==> src/core/qco_map.svh <==
`ifndef QCO_MAP_SVH
`define QCO_MAP_SVH

// register indices; byte address is four times the index
`define QCO_IDX_STAT      10'h00c
`define QCO_IDX_ANGLE     10'h014
`define QCO_IDX_CFG       10'h025
`define QCO_IDX_CTRL      10'h026

// configuration word fields
`define QCO_CFG_INV       1
`define QCO_CFG_RES       5:2
`define QCO_CFG_SLEW      11:6
`define QCO_CFG_IDXM      13:12
`define QCO_CFG_HYST      22:20

// control word fields
`define QCO_CTL_POLES     3:0
`define QCO_CTL_CHSEL     4
`define QCO_CTL_DIRP      5
`define QCO_CTL_DIRS      6
`define QCO_CTL_HYSTEN    7

// status word fields
`define QCO_STA_HEAD      1
`define QCO_STA_SLEW      4
`define QCO_ANGLE_FLD     15:0

// reset values
`define QCO_CFG_RST       32'h0000_0008
`define QCO_CTRL_RST      32'h0000_0000

// slew timing: time = (setting + 1) * step, rounded up to clocks
`define QCO_SLEW_STEP_PS  32'h0001_e848
`define QCO_CLK_PS        32'h0000_1f40

// axi responses
`define QCO_RESP_OKAY     2'h0

`endif

==> src/core/qco_pkg.sv <==
`default_nettype none
package qco_pkg;
	// write channel states, one-hot
	typedef enum logic [1:0] {
		QCO_WR_IDLE = 2'b01,
		QCO_WR_RESP = 2'b10
	} qco_wr_state_t;
	typedef logic [15:0] qco_angle_t;
endpackage
`default_nettype wire

==> src/core/qco_top.sv <==
// Behaviour
// - increasing angle: index rises at zero
// - decreasing angle: index falls at zero
// - index width from resolution and mode
// - slew limiting only for nonzero setting
// - hold each quadrature state slew time
// - slew time 0.25us plus 0.125us steps
// - skipped states walked through at slew rate
// - slew limited flag in status bit
// - unlimited: outputs follow every sample
// - reversal back-fills hysteresis edges, slew rate
// - commutation for 1 to 16 pole pairs
// - commutation toggles at transition angles
// - hysteresis window is 2^(H+1) steps
// - outputs use compensated angle, readable
// - same direction: compensated equals channel angle
// - reversal freezes angle; far exit flips head
// - head direction readable in status
// - zero slew: no catch-up, direct output
// - four index widths from two-bit field
// - inversion bit inverts quadrature and commutation
// - nonzero slew: catch up after reset
//
// The AXI4-Lite interface to the registers and the address map are this design's own decisions.
`include "qco_map.svh"
`default_nettype none

module qco_top
	import qco_pkg::*;
(
	input  wire logic        aclk,
	input  wire logic        aresetn,
	input  wire logic [11:0] s_axi_awaddr,
	input  wire logic        s_axi_awvalid,
	output logic             s_axi_awready,
	input  wire logic [31:0] s_axi_wdata,
	input  wire logic [3:0]  s_axi_wstrb,
	input  wire logic        s_axi_wvalid,
	output logic             s_axi_wready,
	output logic [1:0]       s_axi_bresp,
	output logic             s_axi_bvalid,
	input  wire logic        s_axi_bready,
	input  wire logic [11:0] s_axi_araddr,
	input  wire logic        s_axi_arvalid,
	output logic             s_axi_arready,
	output logic [31:0]      s_axi_rdata,
	output logic [1:0]       s_axi_rresp,
	output logic             s_axi_rvalid,
	input  wire logic        s_axi_rready,
	input  wire qco_angle_t  angle_primary,
	input  wire qco_angle_t  angle_secondary,
	input  wire logic        angle_strobe,
	output logic             quad_a,
	output logic             quad_b,
	output logic             quad_index,
	output logic             comm_u,
	output logic             comm_v,
	output logic             comm_w
);

	////////////////////////////////////////////////////////////////////
	// register storage

	logic [31:0]   cfg_reg;        // configuration word
	logic [31:0]   ctrl_reg;       // pole pairs, channel, direction
	logic          slew_flag_reg;  // sticky slew limited flag
	logic          head_dir_reg;   // 1 = increasing reference
	qco_angle_t    head_reg;       // hysteresis window head
	qco_angle_t    comp_reg;       // compensated output angle
	logic          init_reg;       // first sample seen
	logic [15:0]   qpos_reg;       // quadrature position
	logic [9:0]    timer_reg;      // clocks since last step

	// named views of the configuration fields
	logic          inv_out;
	logic [3:0]    res_sel;
	logic [5:0]    slew_set;
	logic [1:0]    idx_mode;
	logic [2:0]    hyst_set;
	assign inv_out  = cfg_reg[`QCO_CFG_INV];
	assign res_sel  = cfg_reg[`QCO_CFG_RES];
	assign slew_set = cfg_reg[`QCO_CFG_SLEW];
	assign idx_mode = cfg_reg[`QCO_CFG_IDXM];
	assign hyst_set = cfg_reg[`QCO_CFG_HYST];

	////////////////////////////////////////////////////////////////////
	// axi4-lite write channel

	qco_wr_state_t wr_state_reg;   // write response state
	logic          aw_got_reg;     // address held
	logic          w_got_reg;      // data held
	logic [11:0]   awaddr_reg;     // captured address
	logic [31:0]   wdata_reg;      // captured data
	logic [3:0]    wstrb_reg;      // captured strobes
	logic          aw_take;        // address handshake now
	logic          w_take;         // data handshake now
	logic          wr_fire;        // write commits this cycle
	logic [11:0]   wr_addr;        // address of committing write
	logic [31:0]   wr_data;        // data of committing write
	logic [3:0]    wr_strb;        // strobes of committing write
	logic [31:0]   wr_mask;        // strobes as bit mask

	// ready only while idle and that half not yet held
	assign s_axi_awready = (wr_state_reg == QCO_WR_IDLE) && !aw_got_reg;
	assign s_axi_wready  = (wr_state_reg == QCO_WR_IDLE) && !w_got_reg;
	assign aw_take = s_axi_awvalid && s_axi_awready;
	assign w_take  = s_axi_wvalid && s_axi_wready;
	// commit once both halves are present, in either order
	assign wr_fire = (aw_got_reg || aw_take) && (w_got_reg || w_take);
	assign wr_addr = aw_got_reg ? awaddr_reg : s_axi_awaddr;
	assign wr_data = w_got_reg ? wdata_reg : s_axi_wdata;
	assign wr_strb = w_got_reg ? wstrb_reg : s_axi_wstrb;
	assign s_axi_bvalid = (wr_state_reg == QCO_WR_RESP);
	assign s_axi_bresp  = `QCO_RESP_OKAY;

	// byte lanes expand to a bit mask
	genvar gi;
	generate
		for (gi = 0; gi < 4; gi++) begin : g_lane
			assign wr_mask[gi*8 +: 8] = {8{wr_strb[gi]}};
		end
	endgenerate

	// write state and captured halves
	always_ff @(posedge aclk) begin
		if (!aresetn) begin
			wr_state_reg <= QCO_WR_IDLE;
			aw_got_reg   <= 1'b0;
			w_got_reg    <= 1'b0;
			awaddr_reg   <= 12'h000;
			wdata_reg    <= 32'h0000_0000;
			wstrb_reg    <= 4'h0;
		end else begin
			case (wr_state_reg)
				QCO_WR_IDLE: begin
					if (wr_fire) begin
						wr_state_reg <= QCO_WR_RESP;
						aw_got_reg   <= 1'b0;
						w_got_reg    <= 1'b0;
					end else begin
						// hold whichever half came first
						if (aw_take) begin
							aw_got_reg <= 1'b1;
							awaddr_reg <= s_axi_awaddr;
						end
						if (w_take) begin
							w_got_reg <= 1'b1;
							wdata_reg <= s_axi_wdata;
							wstrb_reg <= s_axi_wstrb;
						end
					end
				end
				QCO_WR_RESP: begin
					if (s_axi_bready) begin
						wr_state_reg <= QCO_WR_IDLE;
					end
				end
				default: begin
					wr_state_reg <= QCO_WR_IDLE;
				end
			endcase
		end
	end

	// writable registers; unmapped writes are dropped
	always_ff @(posedge aclk) begin
		if (!aresetn) begin
			cfg_reg  <= `QCO_CFG_RST;
			ctrl_reg <= `QCO_CTRL_RST;
		end else if (wr_fire) begin
			if (wr_addr == {`QCO_IDX_CFG, 2'b00}) begin
				cfg_reg <= (cfg_reg & ~wr_mask) | (wr_data & wr_mask);
			end
			if (wr_addr == {`QCO_IDX_CTRL, 2'b00}) begin
				ctrl_reg <= (ctrl_reg & ~wr_mask) | (wr_data & wr_mask);
			end
		end
	end

	////////////////////////////////////////////////////////////////////
	// axi4-lite read channel

	logic [31:0]   rd_word;        // decoded read value

	assign s_axi_arready = !s_axi_rvalid;
	assign s_axi_rresp   = `QCO_RESP_OKAY;

	// read decode; unmapped addresses read as zero
	always_comb begin
		rd_word = 32'h0000_0000;
		case (s_axi_araddr)
			{`QCO_IDX_STAT, 2'b00}: begin
				rd_word[`QCO_STA_HEAD] = head_dir_reg;
				rd_word[`QCO_STA_SLEW] = slew_flag_reg;
			end
			{`QCO_IDX_ANGLE, 2'b00}: begin
				rd_word[`QCO_ANGLE_FLD] = comp_reg;
			end
			{`QCO_IDX_CFG, 2'b00}: begin
				rd_word = cfg_reg;
			end
			{`QCO_IDX_CTRL, 2'b00}: begin
				rd_word = ctrl_reg;
			end
			default: begin
				rd_word = 32'h0000_0000;
			end
		endcase
	end

	// read data register, held until rready
	always_ff @(posedge aclk) begin
		if (!aresetn) begin
			s_axi_rvalid <= 1'b0;
			s_axi_rdata  <= 32'h0000_0000;
		end else if (s_axi_arvalid && s_axi_arready) begin
			s_axi_rvalid <= 1'b1;
			s_axi_rdata  <= rd_word;
		end else if (s_axi_rready) begin
			s_axi_rvalid <= 1'b0;
		end
	end

	////////////////////////////////////////////////////////////////////
	// channel angle and hysteresis

	qco_angle_t    chan_raw;       // selected channel angle
	logic          chan_dir;       // direction select of channel
	qco_angle_t    chan_ang;       // angle after direction select
	logic signed [15:0] hdiff;     // sample minus head
	logic [15:0]   hwin;           // window width in steps

	assign chan_raw = ctrl_reg[`QCO_CTL_CHSEL] ? angle_secondary
		: angle_primary;
	assign chan_dir = ctrl_reg[`QCO_CTL_CHSEL] ? ctrl_reg[`QCO_CTL_DIRS]
		: ctrl_reg[`QCO_CTL_DIRP];
	// a set direction bit turns the angle round, so it reads decreasing
	assign chan_ang = chan_dir ? 16'h0000 - chan_raw : chan_raw;
	assign hdiff    = $signed(chan_ang - head_reg);
	// widen before adding one so that setting 7 does not wrap to zero
	assign hwin     = 16'h0001 << ({1'b0, hyst_set} + 4'h1);

	// hysteresis head, direction and compensated angle
	always_ff @(posedge aclk) begin
		if (!aresetn) begin
			init_reg     <= 1'b0;
			head_dir_reg <= 1'b1;
			head_reg     <= 16'h0000;
			comp_reg     <= 16'h0000;
		end else if (angle_strobe) begin
			if (!init_reg || !ctrl_reg[`QCO_CTL_HYSTEN]) begin
				// first sample fixes head, increasing reference
				init_reg     <= 1'b1;
				head_dir_reg <= init_reg ? head_dir_reg : 1'b1;
				head_reg     <= chan_ang;
				comp_reg     <= chan_ang;
			end else if (head_dir_reg ? hdiff >= 16'sh0000
				: hdiff <= 16'sh0000) begin
				// moving on with the head: no added latency
				head_reg <= chan_ang;
				comp_reg <= chan_ang;
			end else if (head_dir_reg ? hdiff < -$signed(hwin)
				: hdiff > $signed(hwin)) begin
				// left at the far side: head flips there
				head_dir_reg <= !head_dir_reg;
				head_reg     <= chan_ang;
				comp_reg     <= chan_ang;
			end
			// inside the window the compensated angle stays frozen
		end
	end

	////////////////////////////////////////////////////////////////////
	// quadrature position and slew limiting

	logic [15:0]   qmask;          // position modulus mask
	logic [15:0]   qtarget;        // position of compensated angle
	logic [15:0]   qdist;          // forward distance to target
	logic          qfwd;           // shortest way is forward
	logic          slew_on;        // limiting enabled
	logic [31:0]   slew_prod;      // slew time in picoseconds
	logic [31:0]   slew_cyc32;     // slew time in clocks
	logic [9:0]    slew_cyc;       // slew time in clocks, sized
	logic          slew_ok;        // slew time has elapsed
	logic          q_step;         // position moves this cycle
	logic          q_limited;      // limiting holds output back

	// resolution step r gives 2^(16-r) positions per turn
	assign qmask   = 16'hffff >> res_sel;
	assign qtarget = comp_reg >> res_sel;
	assign qdist   = (qtarget - qpos_reg) & qmask;
	assign qfwd    = qdist <= (qmask >> 1);
	assign slew_on = slew_set != 6'h00;
	// setting n lasts (n+1) eighths of a microsecond, rounded up
	assign slew_prod  = ({26'h0, slew_set} + 32'h1) * `QCO_SLEW_STEP_PS;
	assign slew_cyc32 = (slew_prod + `QCO_CLK_PS - 32'h1) / `QCO_CLK_PS;
	assign slew_cyc   = slew_cyc32[9:0];
	assign slew_ok    = timer_reg >= slew_cyc;
	assign q_step     = (qdist != 16'h0000) && slew_ok;
	// limited when a state is skipped or a step must wait
	assign q_limited  = slew_on && (qdist != 16'h0000)
		&& (!slew_ok || (qdist != 16'h0001 && qdist != qmask));

	// quadrature position; one step per slew expiry
	always_ff @(posedge aclk) begin
		if (!aresetn) begin
			qpos_reg <= 16'h0000;
		end else if (!slew_on) begin
			// unlimited: jump straight to each sample
			qpos_reg <= qtarget;
		end else if (q_step) begin
			// walk every state in between, either way round
			qpos_reg <= (qfwd ? qpos_reg + 16'h0001
				: qpos_reg - 16'h0001) & qmask;
		end
	end

	// slew timer; restarts on each quadrature step
	always_ff @(posedge aclk) begin
		if (!aresetn) begin
			timer_reg <= 10'h000;
		end else if (q_step && slew_on) begin
			timer_reg <= 10'h001;
		end else if (!slew_ok) begin
			// saturate at expiry so a late step goes at once
			timer_reg <= timer_reg + 10'h001;
		end
	end

	// sticky flag; an event in the clearing cycle wins
	always_ff @(posedge aclk) begin
		if (!aresetn) begin
			slew_flag_reg <= 1'b0;
		end else if (q_limited) begin
			slew_flag_reg <= 1'b1;
		end else if (wr_fire && wr_addr == {`QCO_IDX_STAT, 2'b00}
			&& wr_mask[`QCO_STA_SLEW] && wr_data[`QCO_STA_SLEW]) begin
			slew_flag_reg <= 1'b0;
		end
	end

	////////////////////////////////////////////////////////////////////
	// quadrature and index outputs

	logic [15:0]   idx_width;      // index length in positions
	logic          idx_level;      // index before inversion

	// index high over the first positions after zero: rising edge
	// at zero going up, falling edge at zero going down
	assign idx_width = 16'h0001 << idx_mode;
	assign idx_level = qpos_reg < idx_width;

	// registered quadrature lines
	always_ff @(posedge aclk) begin
		if (!aresetn) begin
			quad_a     <= 1'b0;
			quad_b     <= 1'b0;
			quad_index <= 1'b0;
		end else begin
			quad_a     <= (qpos_reg[0] ^ qpos_reg[1]) ^ inv_out;
			quad_b     <= qpos_reg[1] ^ inv_out;
			quad_index <= idx_level ^ inv_out;
		end
	end

	////////////////////////////////////////////////////////////////////
	// commutation outputs

	logic [20:0]   elec_prod;      // angle times pole pairs
	logic [15:0]   elec_ang;       // electrical angle
	logic [18:0]   sect_prod;      // electrical angle times six
	logic [2:0]    sector;         // sixty degree sector
	logic [2:0]    uvw;            // phase pattern

	// pole pairs field holds count minus one
	assign elec_prod = comp_reg * ({1'b0, ctrl_reg[`QCO_CTL_POLES]}
		+ 5'h01);
	assign elec_ang  = elec_prod[15:0];
	assign sect_prod = {3'h0, elec_ang} * 19'h00006;
	assign sector    = sect_prod[18:16];

	// six-step pattern; follows the hysteresis angle
	always_comb begin
		case (sector)
			3'h0: uvw = 3'b100;
			3'h1: uvw = 3'b110;
			3'h2: uvw = 3'b010;
			3'h3: uvw = 3'b011;
			3'h4: uvw = 3'b001;
			3'h5: uvw = 3'b101;
			default: uvw = 3'b100;
		endcase
	end

	// registered commutation lines
	always_ff @(posedge aclk) begin
		if (!aresetn) begin
			comm_u <= 1'b0;
			comm_v <= 1'b0;
			comm_w <= 1'b0;
		end else begin
			comm_u <= uvw[2] ^ inv_out;
			comm_v <= uvw[1] ^ inv_out;
			comm_w <= uvw[0] ^ inv_out;
		end
	end

endmodule

`default_nettype wire

==> config.mk <==
export PLATFORM = sky130hd
export DESIGN_NAME = qco_top
export DESIGN_NICKNAME = d
export VERILOG_FILES = /design/src/core/qco_pkg.sv /design/src/core/qco_top.sv
export VERILOG_INCLUDE_DIRS = /design/src /design/src/core
export SDC_FILE = /design/constraint.sdc
export NUM_CORES = 1
export LEC_CHECK = 0
export BUFFER_PORTS_ARGS = -buffer_cell sky130_fd_sc_hd__buf_2
export CAP_MARGIN = 15
export CORE_MARGIN = 4
export CORE_UTILIZATION = 65
export DETAILED_ROUTE_END_ITERATION = 12
export GPL_TIMING_DRIVEN = 0
export PLACE_DENSITY = 0.85
export SYNTH_ARGS = -nofsm -noshare
export SYNTH_HDL_FRONTEND = slang
export SYNTH_SLANG_ARGS = --single-unit
export TNS_END_PERCENT = 1
==> constraint.sdc <==
create_clock -name aclk -period 48.7 [get_ports aclk]
set_clock_uncertainty 0.1 [all_clocks]
set_input_delay 2.435 -clock aclk [delete_from_list [all_inputs] [get_ports aclk]]
set_output_delay 2.435 -clock aclk [all_outputs]
set_load 0.02 [all_outputs]
## Yosys cells after proc, flatten, opt, wreduce, memory -nomap -nowiden

Index checks and enable logic that the tools add are counted.

- Register bits after elaboration: 200
- Logic and storage cells: 171
- Input port bits: 100
- Output and inout port bits: 47

- Reduce and logical (&&, ||, !) cells: 44
- Equal/unequal tests: 22
- Multipliers: 3
- $lt $le $gt $ge: 7
- Shift-type cells: 4
- Bitwise gates (word level): 17
- Muxes and demuxes: 38
- Add/subtract/negate cells: 12
- Div/mod/pow operators: 1

Operators by type and width:

| kind | number |
|---|---|
| $mux 16 | 8 |
| $and 32x32->32 | 3 |
| $or 32x32->32 | 2 |
| $eq 12x8->1 const B | 4 |
| $pmux 11 s3 | 1 |
| $and 16x16->16 | 2 |
| $div 32x13->32 const B | 1 |
| $lt 16x16->1 | 2 |
| $mux 32 | 1 |
| $not 32->32 | 1 |
| $pmux 16 s2 | 1 |
| $sub 16x16->16 | 2 |
| $sub 25x1->26 const B | 1 |
| $add 24x13->25 const B | 1 |
| $eq 12x6->1 const B | 2 |
| $mul 7x14->21 const B | 1 |
| $mul 16x2->18 const B | 1 |
| $mux 1 | 17 |
| $add 16x1->16 const B | 1 |
| $ge 16x1->1 const B | 1 |
| $gt 16x16->1 | 1 |
| $le 16x1->1 const B | 1 |
| $le 16x15->1 | 1 |
| $mul 16x5->16 | 1 |
| other kinds (43) | 91 |

## Logic depth before layout (Yosys ltp)

- Depth in word-level cells: 10
- Mapped depth: 73
- Gate-level depth less buffers: 69

## Least setup slack after synthesis

Ideal clock, no wire load.

- Kind: flip-flop to flip-flop
- Start: register (tool-made name)
- End: register qpos_reg[3]
- Arrival time: 15.131 ns
- Buffers on the path: 5
- Period minus slack after synthesis: 15.296 ns
- Slack: 33.404 ns
- Data required time: 48.535 ns
- Stages on the path, launching flop included: 73
- Setup time: 0.065 ns
- Cell sequence: dfxtp_1 > buf_4 > nand3_1 > nor2_1 > nand2_1 > xnor2_1 > inv_1 > fa_1 > inv_1 > fa_1 > inv_1 > fa_1 > ha_1 > ha_1 > a21o_1 > and2_1 > a221oi_1 > o311a_1 > [37 not listed] > a21o_1 > a21o_1 > a21oi_1 > nor2b_1 > o21ai_0 > nand2b_1 > a21oi_1 > nor2b_1 > o21ai_0 > nand2b_1 > a21oi_1 > nor2_1 > inv_1 > clkbuf_1 > nand2_1 > o311ai_0 > o21ai_0 > nor2_1

RTL lines:

| item | line | text |
|---|---|---|
| end signal, assigned | qco_top.sv:310 | `qpos_reg <= qtarget;` |
| end signal, assigned | qco_top.sv:313 | `qpos_reg <= (qfwd ? qpos_reg + 16'h0001` |
| end, declared | qco_top.sv:71 | `logic [15:0] qpos_reg;` |

==> out/qor.csv <==
stage,metric,value,unit
grt,initial antenna violation count,1,
setup_path,Critical Path AT,18850,ps
yosys,Mapped Cells,2632,
setup_path,Setup crit start kind,register,
power,Combinational Power Share,26.3,%
routing,DR pass1 iterations,7,
yosys,Mapped Area,20520,um2
routing,Routed WL,60.79,mm
outcome,outcome,"complete, no violations",
timing,FMAX,53.85,MHz
timing,Worst slew margin,25.81,%
timing,Final Setup Violations,0,
power,Pwr per Cell Area,19.25,nW/um2
routing,DR iter-0 viols,1830,
power,Clock Power Share,33.4,%
floorplan,DIE AREA,34470,um2
clocking,Num CTS Buffers,17,
grt,largest net degree at the start of global routing,21,
power,Internal Pwr Total,0.0002847,W
timing,endpoints failing hold,0,
layout,nets,3148,
floorplan,I/O pin total,147,
yosys,ranking of synthesized cells by area,"dfxtp_1 (20%), ha_1 (12%), nor2_1 (5.7%)",
floorplan,core area,30830,um2
setup_path,"Req. time, crit path",48980,ps
yosys,Post-Synth Adder-Cell Area,16.46,%
yosys,"Top FF cell, synth",dfxtp_1,
timing,Final WS setup,30130,ps
routing,DR DRC count,0,
yosys,Yosys top cell by area,dfxtp_1,
placed_design,pre-CTS WS,30520,ps
setup_path,crit-path max FO,10,
yosys,ys async rst share,0,%
layout,"most common cell after layout, fill and taps aside",nor2_1,
power,total power,0.0004310,W
setup_path,max incr delay on CP,620,ps
grt,number of global-route vias before repair,19530,
yosys,Synth top area share,19.51,%
clocking,clk_lat worst skew,450,ps
power,leakage,9.606,nW
setup_path,crit end category,register,
yosys,Ys Warns,0,
placed_design,RD Place Congestion,1.045,
yosys,Netlist cell types,127,
layout,ANT cells,0,
floorplan,die height,185.7,um
setup_path,Crit Path Category,reg2reg,
clocking,setup bufs post-CTS,0,
yosys,multiplexer share of the synthesized area,5.366,%
timing,period utilization,38.13,%
yosys,post-synthesis compound-gate area fraction,23.30,%
hold_path,Hold WC Path Type,reg2reg,
floorplan,row count,64,
yosys,"EDFF count, synth",0,
yosys,#FFs+latches synth,200,
placed_design,Placement Cell Area,21790,um2
layout,final cell count without fillers,3218,
timing,max-slew violation count,0,
layout,Area growth syn-to-layout,9.098,%
floorplan,initial cell density of the core,66.55,%
power,Sw Pwr,0.0001463,W
yosys,Synth Area in Simple Gates,22.18,%
layout,share of cells above drive strength 1,9.674,%
placed_design,hpwl dp,48.31,mm
clocking,"CTS clk-pin slew, worst paths",80,ps
grt,first-pass GRT wire length,97.39,mm
clocking,PostCTS Resize Cnt,0,
setup_path,CP max stage cell,fa_1,
yosys,register area share after synthesis,19.51,%
clocking,buffer levels on the longest clock path,2,
clocking,clk root buf,clkbuf_16,
timing,RSZ-0062 raised after global routing,no,
layout,most frequent cells in the layout,"nor2_1 (310), nand2_1 (260), dfxtp_1 (200)",
routing,Post-DRT Antenna Nets,0,
timing,crit path time final,18570,ps
clocking,CTS H-tree depth,4,
routing,routed vias,20680,
timing,Worst Tran Pin Value,1110,ps
grt,grt ovf,0,
clocking,hold-fix buffers at CTS,0,
yosys,post-synthesis xor/xnor area fraction,7.507,%
yosys,synthesized area per cell,7.796,um2
power,Max VDD drop,0.02971,mV
layout,design area,22390,um2
yosys,largest family of logic cells by synthesized area,compound AO/OA/AOI/OAI gates,
power,Switching Fraction,33.94,%
layout,filler instances,2418,
clocking,CTS tree,done,
floorplan,Die X-Extent,185.7,um
run,max-cap violation count,0,
grt,Global Route Usage Sum,34.21,%
placed_design,cell total after placement,3186,
placed_design,IO Port Bufs,142,
routing,drt via density,6.425,
power,Seq pwr share,40.2,%
clocking,clock sink count,200,
routing,Avg WL per Cell,18.89,um
timing,Fin Setup TNS,0,ps
[layout make-up]
| cell class | count | area (um2) | area share [%] |
|---|---|---|---|
| Clock inverter | 13 | 153.9 | 0.6875 |
| Inverter | 163 | 614.3 | 2.744 |
| Sequential cell | 200 | 4004 | 17.89 |
| Multi-Input combinational cell | 2150 | 15420 | 68.87 |
| Buffer | 134 | 540.5 | 2.415 |
| Clock buffer | 19 | 442.9 | 1.979 |
| Tap cell | 396 | 495.5 | 2.213 |
| Timing Repair Buffer | 143 | 718.2 | 3.208 |
[power by group through the flow]
stage	clock (W)	combinational (W)	sequential, W
6_report	0.000144	0.000113	0.000173
5_1_grt	0.000151	0.000126	0.000174
4_1_cts	0.000144	0.000112	0.000173
3_5_place_dp	0	0.000111	0.000177
3_3_place_gp	0	0.000106	0.000177
2_1_floorplan	0	0.0000788	0.000177
[kinds of logic after synthesis]
logic type	Yosys count
and+or+nand+nor	942
AOI/OAI and AO/OA	679
buffers and inverters	297
adders and majority gates	241
DFF	200
xor gates and xnor gates	169
muxes	102
other	2
[Yosys cell counts, types with 6 or more instances]
library cell	n
nor2_1	310
nand2_1	260
dfxtp_1	200
a21oi_1	191
ha_1	190
inv_1	158
clkbuf_1	113
xnor2_1	105
a211oi_1	90
mux2i_1	87
o21ai_0	87
nor3_1	62
xor2_1	59
fa_1	49
and2_1	47
nand2b_1	46
a21o_1	45
nand3_1	44
nor2b_1	32
o21bai_1	27
a221oi_1	23
nand4_1	22
and3_1	21
nor4_1	17
a222oi_1	16
a31oi_1	15
o211ai_1	14
o22ai_1	14
o31ai_1	12
o21a_1	11
or3_1	10
nand3b_1	9
o32ai_1	9
buf_1	8
o211a_1	8
a22o_1	7
or4_1	7
a22oi_1	6
a311oi_1	6
a31o_2	6
buf_2	6
buf_4	6
mux2_2	6
o2111ai_1	6
[layer usage]
metal / GRT usage, % / up-vias / part of all wire, %
li1: - / 9766 / -
met1: 43.88 / 9727 / 41
met2: 59.09 / 1003 / 48
met3: 4.358 / 179 / 8.2
met4: 12.74 / 0 / 3.6
met5: 0 / - / 0
[per-stage QoR]
| stage | hold slack, ps | utilization, % |
|---|---|---|
| detailed placement | 346.5 | 70.67 |
| global placement | 341.3 | 70.65 |
| floorplan | 331.3 | - |
| global route | 374.3 | 72.61 |
| finish | 361.3 | 72.61 |
| CTS | 357.5 | 72.61 |
[worst max-delay path: cells and delay by family (launching register included)]
family | cells | cell delay [ps]
XOR/XNOR | 2 | 720
AO/OA/AOI/OAI | 26 | 7030
buffers and inverters | 10 | 2370
adder cells (fa/ha/maj) | 6 | 2650
flip-flops | 1 | 340
multiplexers | 4 | 1290
AND/OR/NAND/NOR | 22 | 3980
[final timing paths]
path,startpoint,to,slack [ps],depth (start not counted)
min,awaddr_reg[0],awaddr_reg[0],360,2
max,register,qpos_reg[3],30130,70
min reg2reg,awaddr_reg[0],awaddr_reg[0],360,2
max reg2reg,register,qpos_reg[3],30130,70
(Power assumes the default switching activity.)
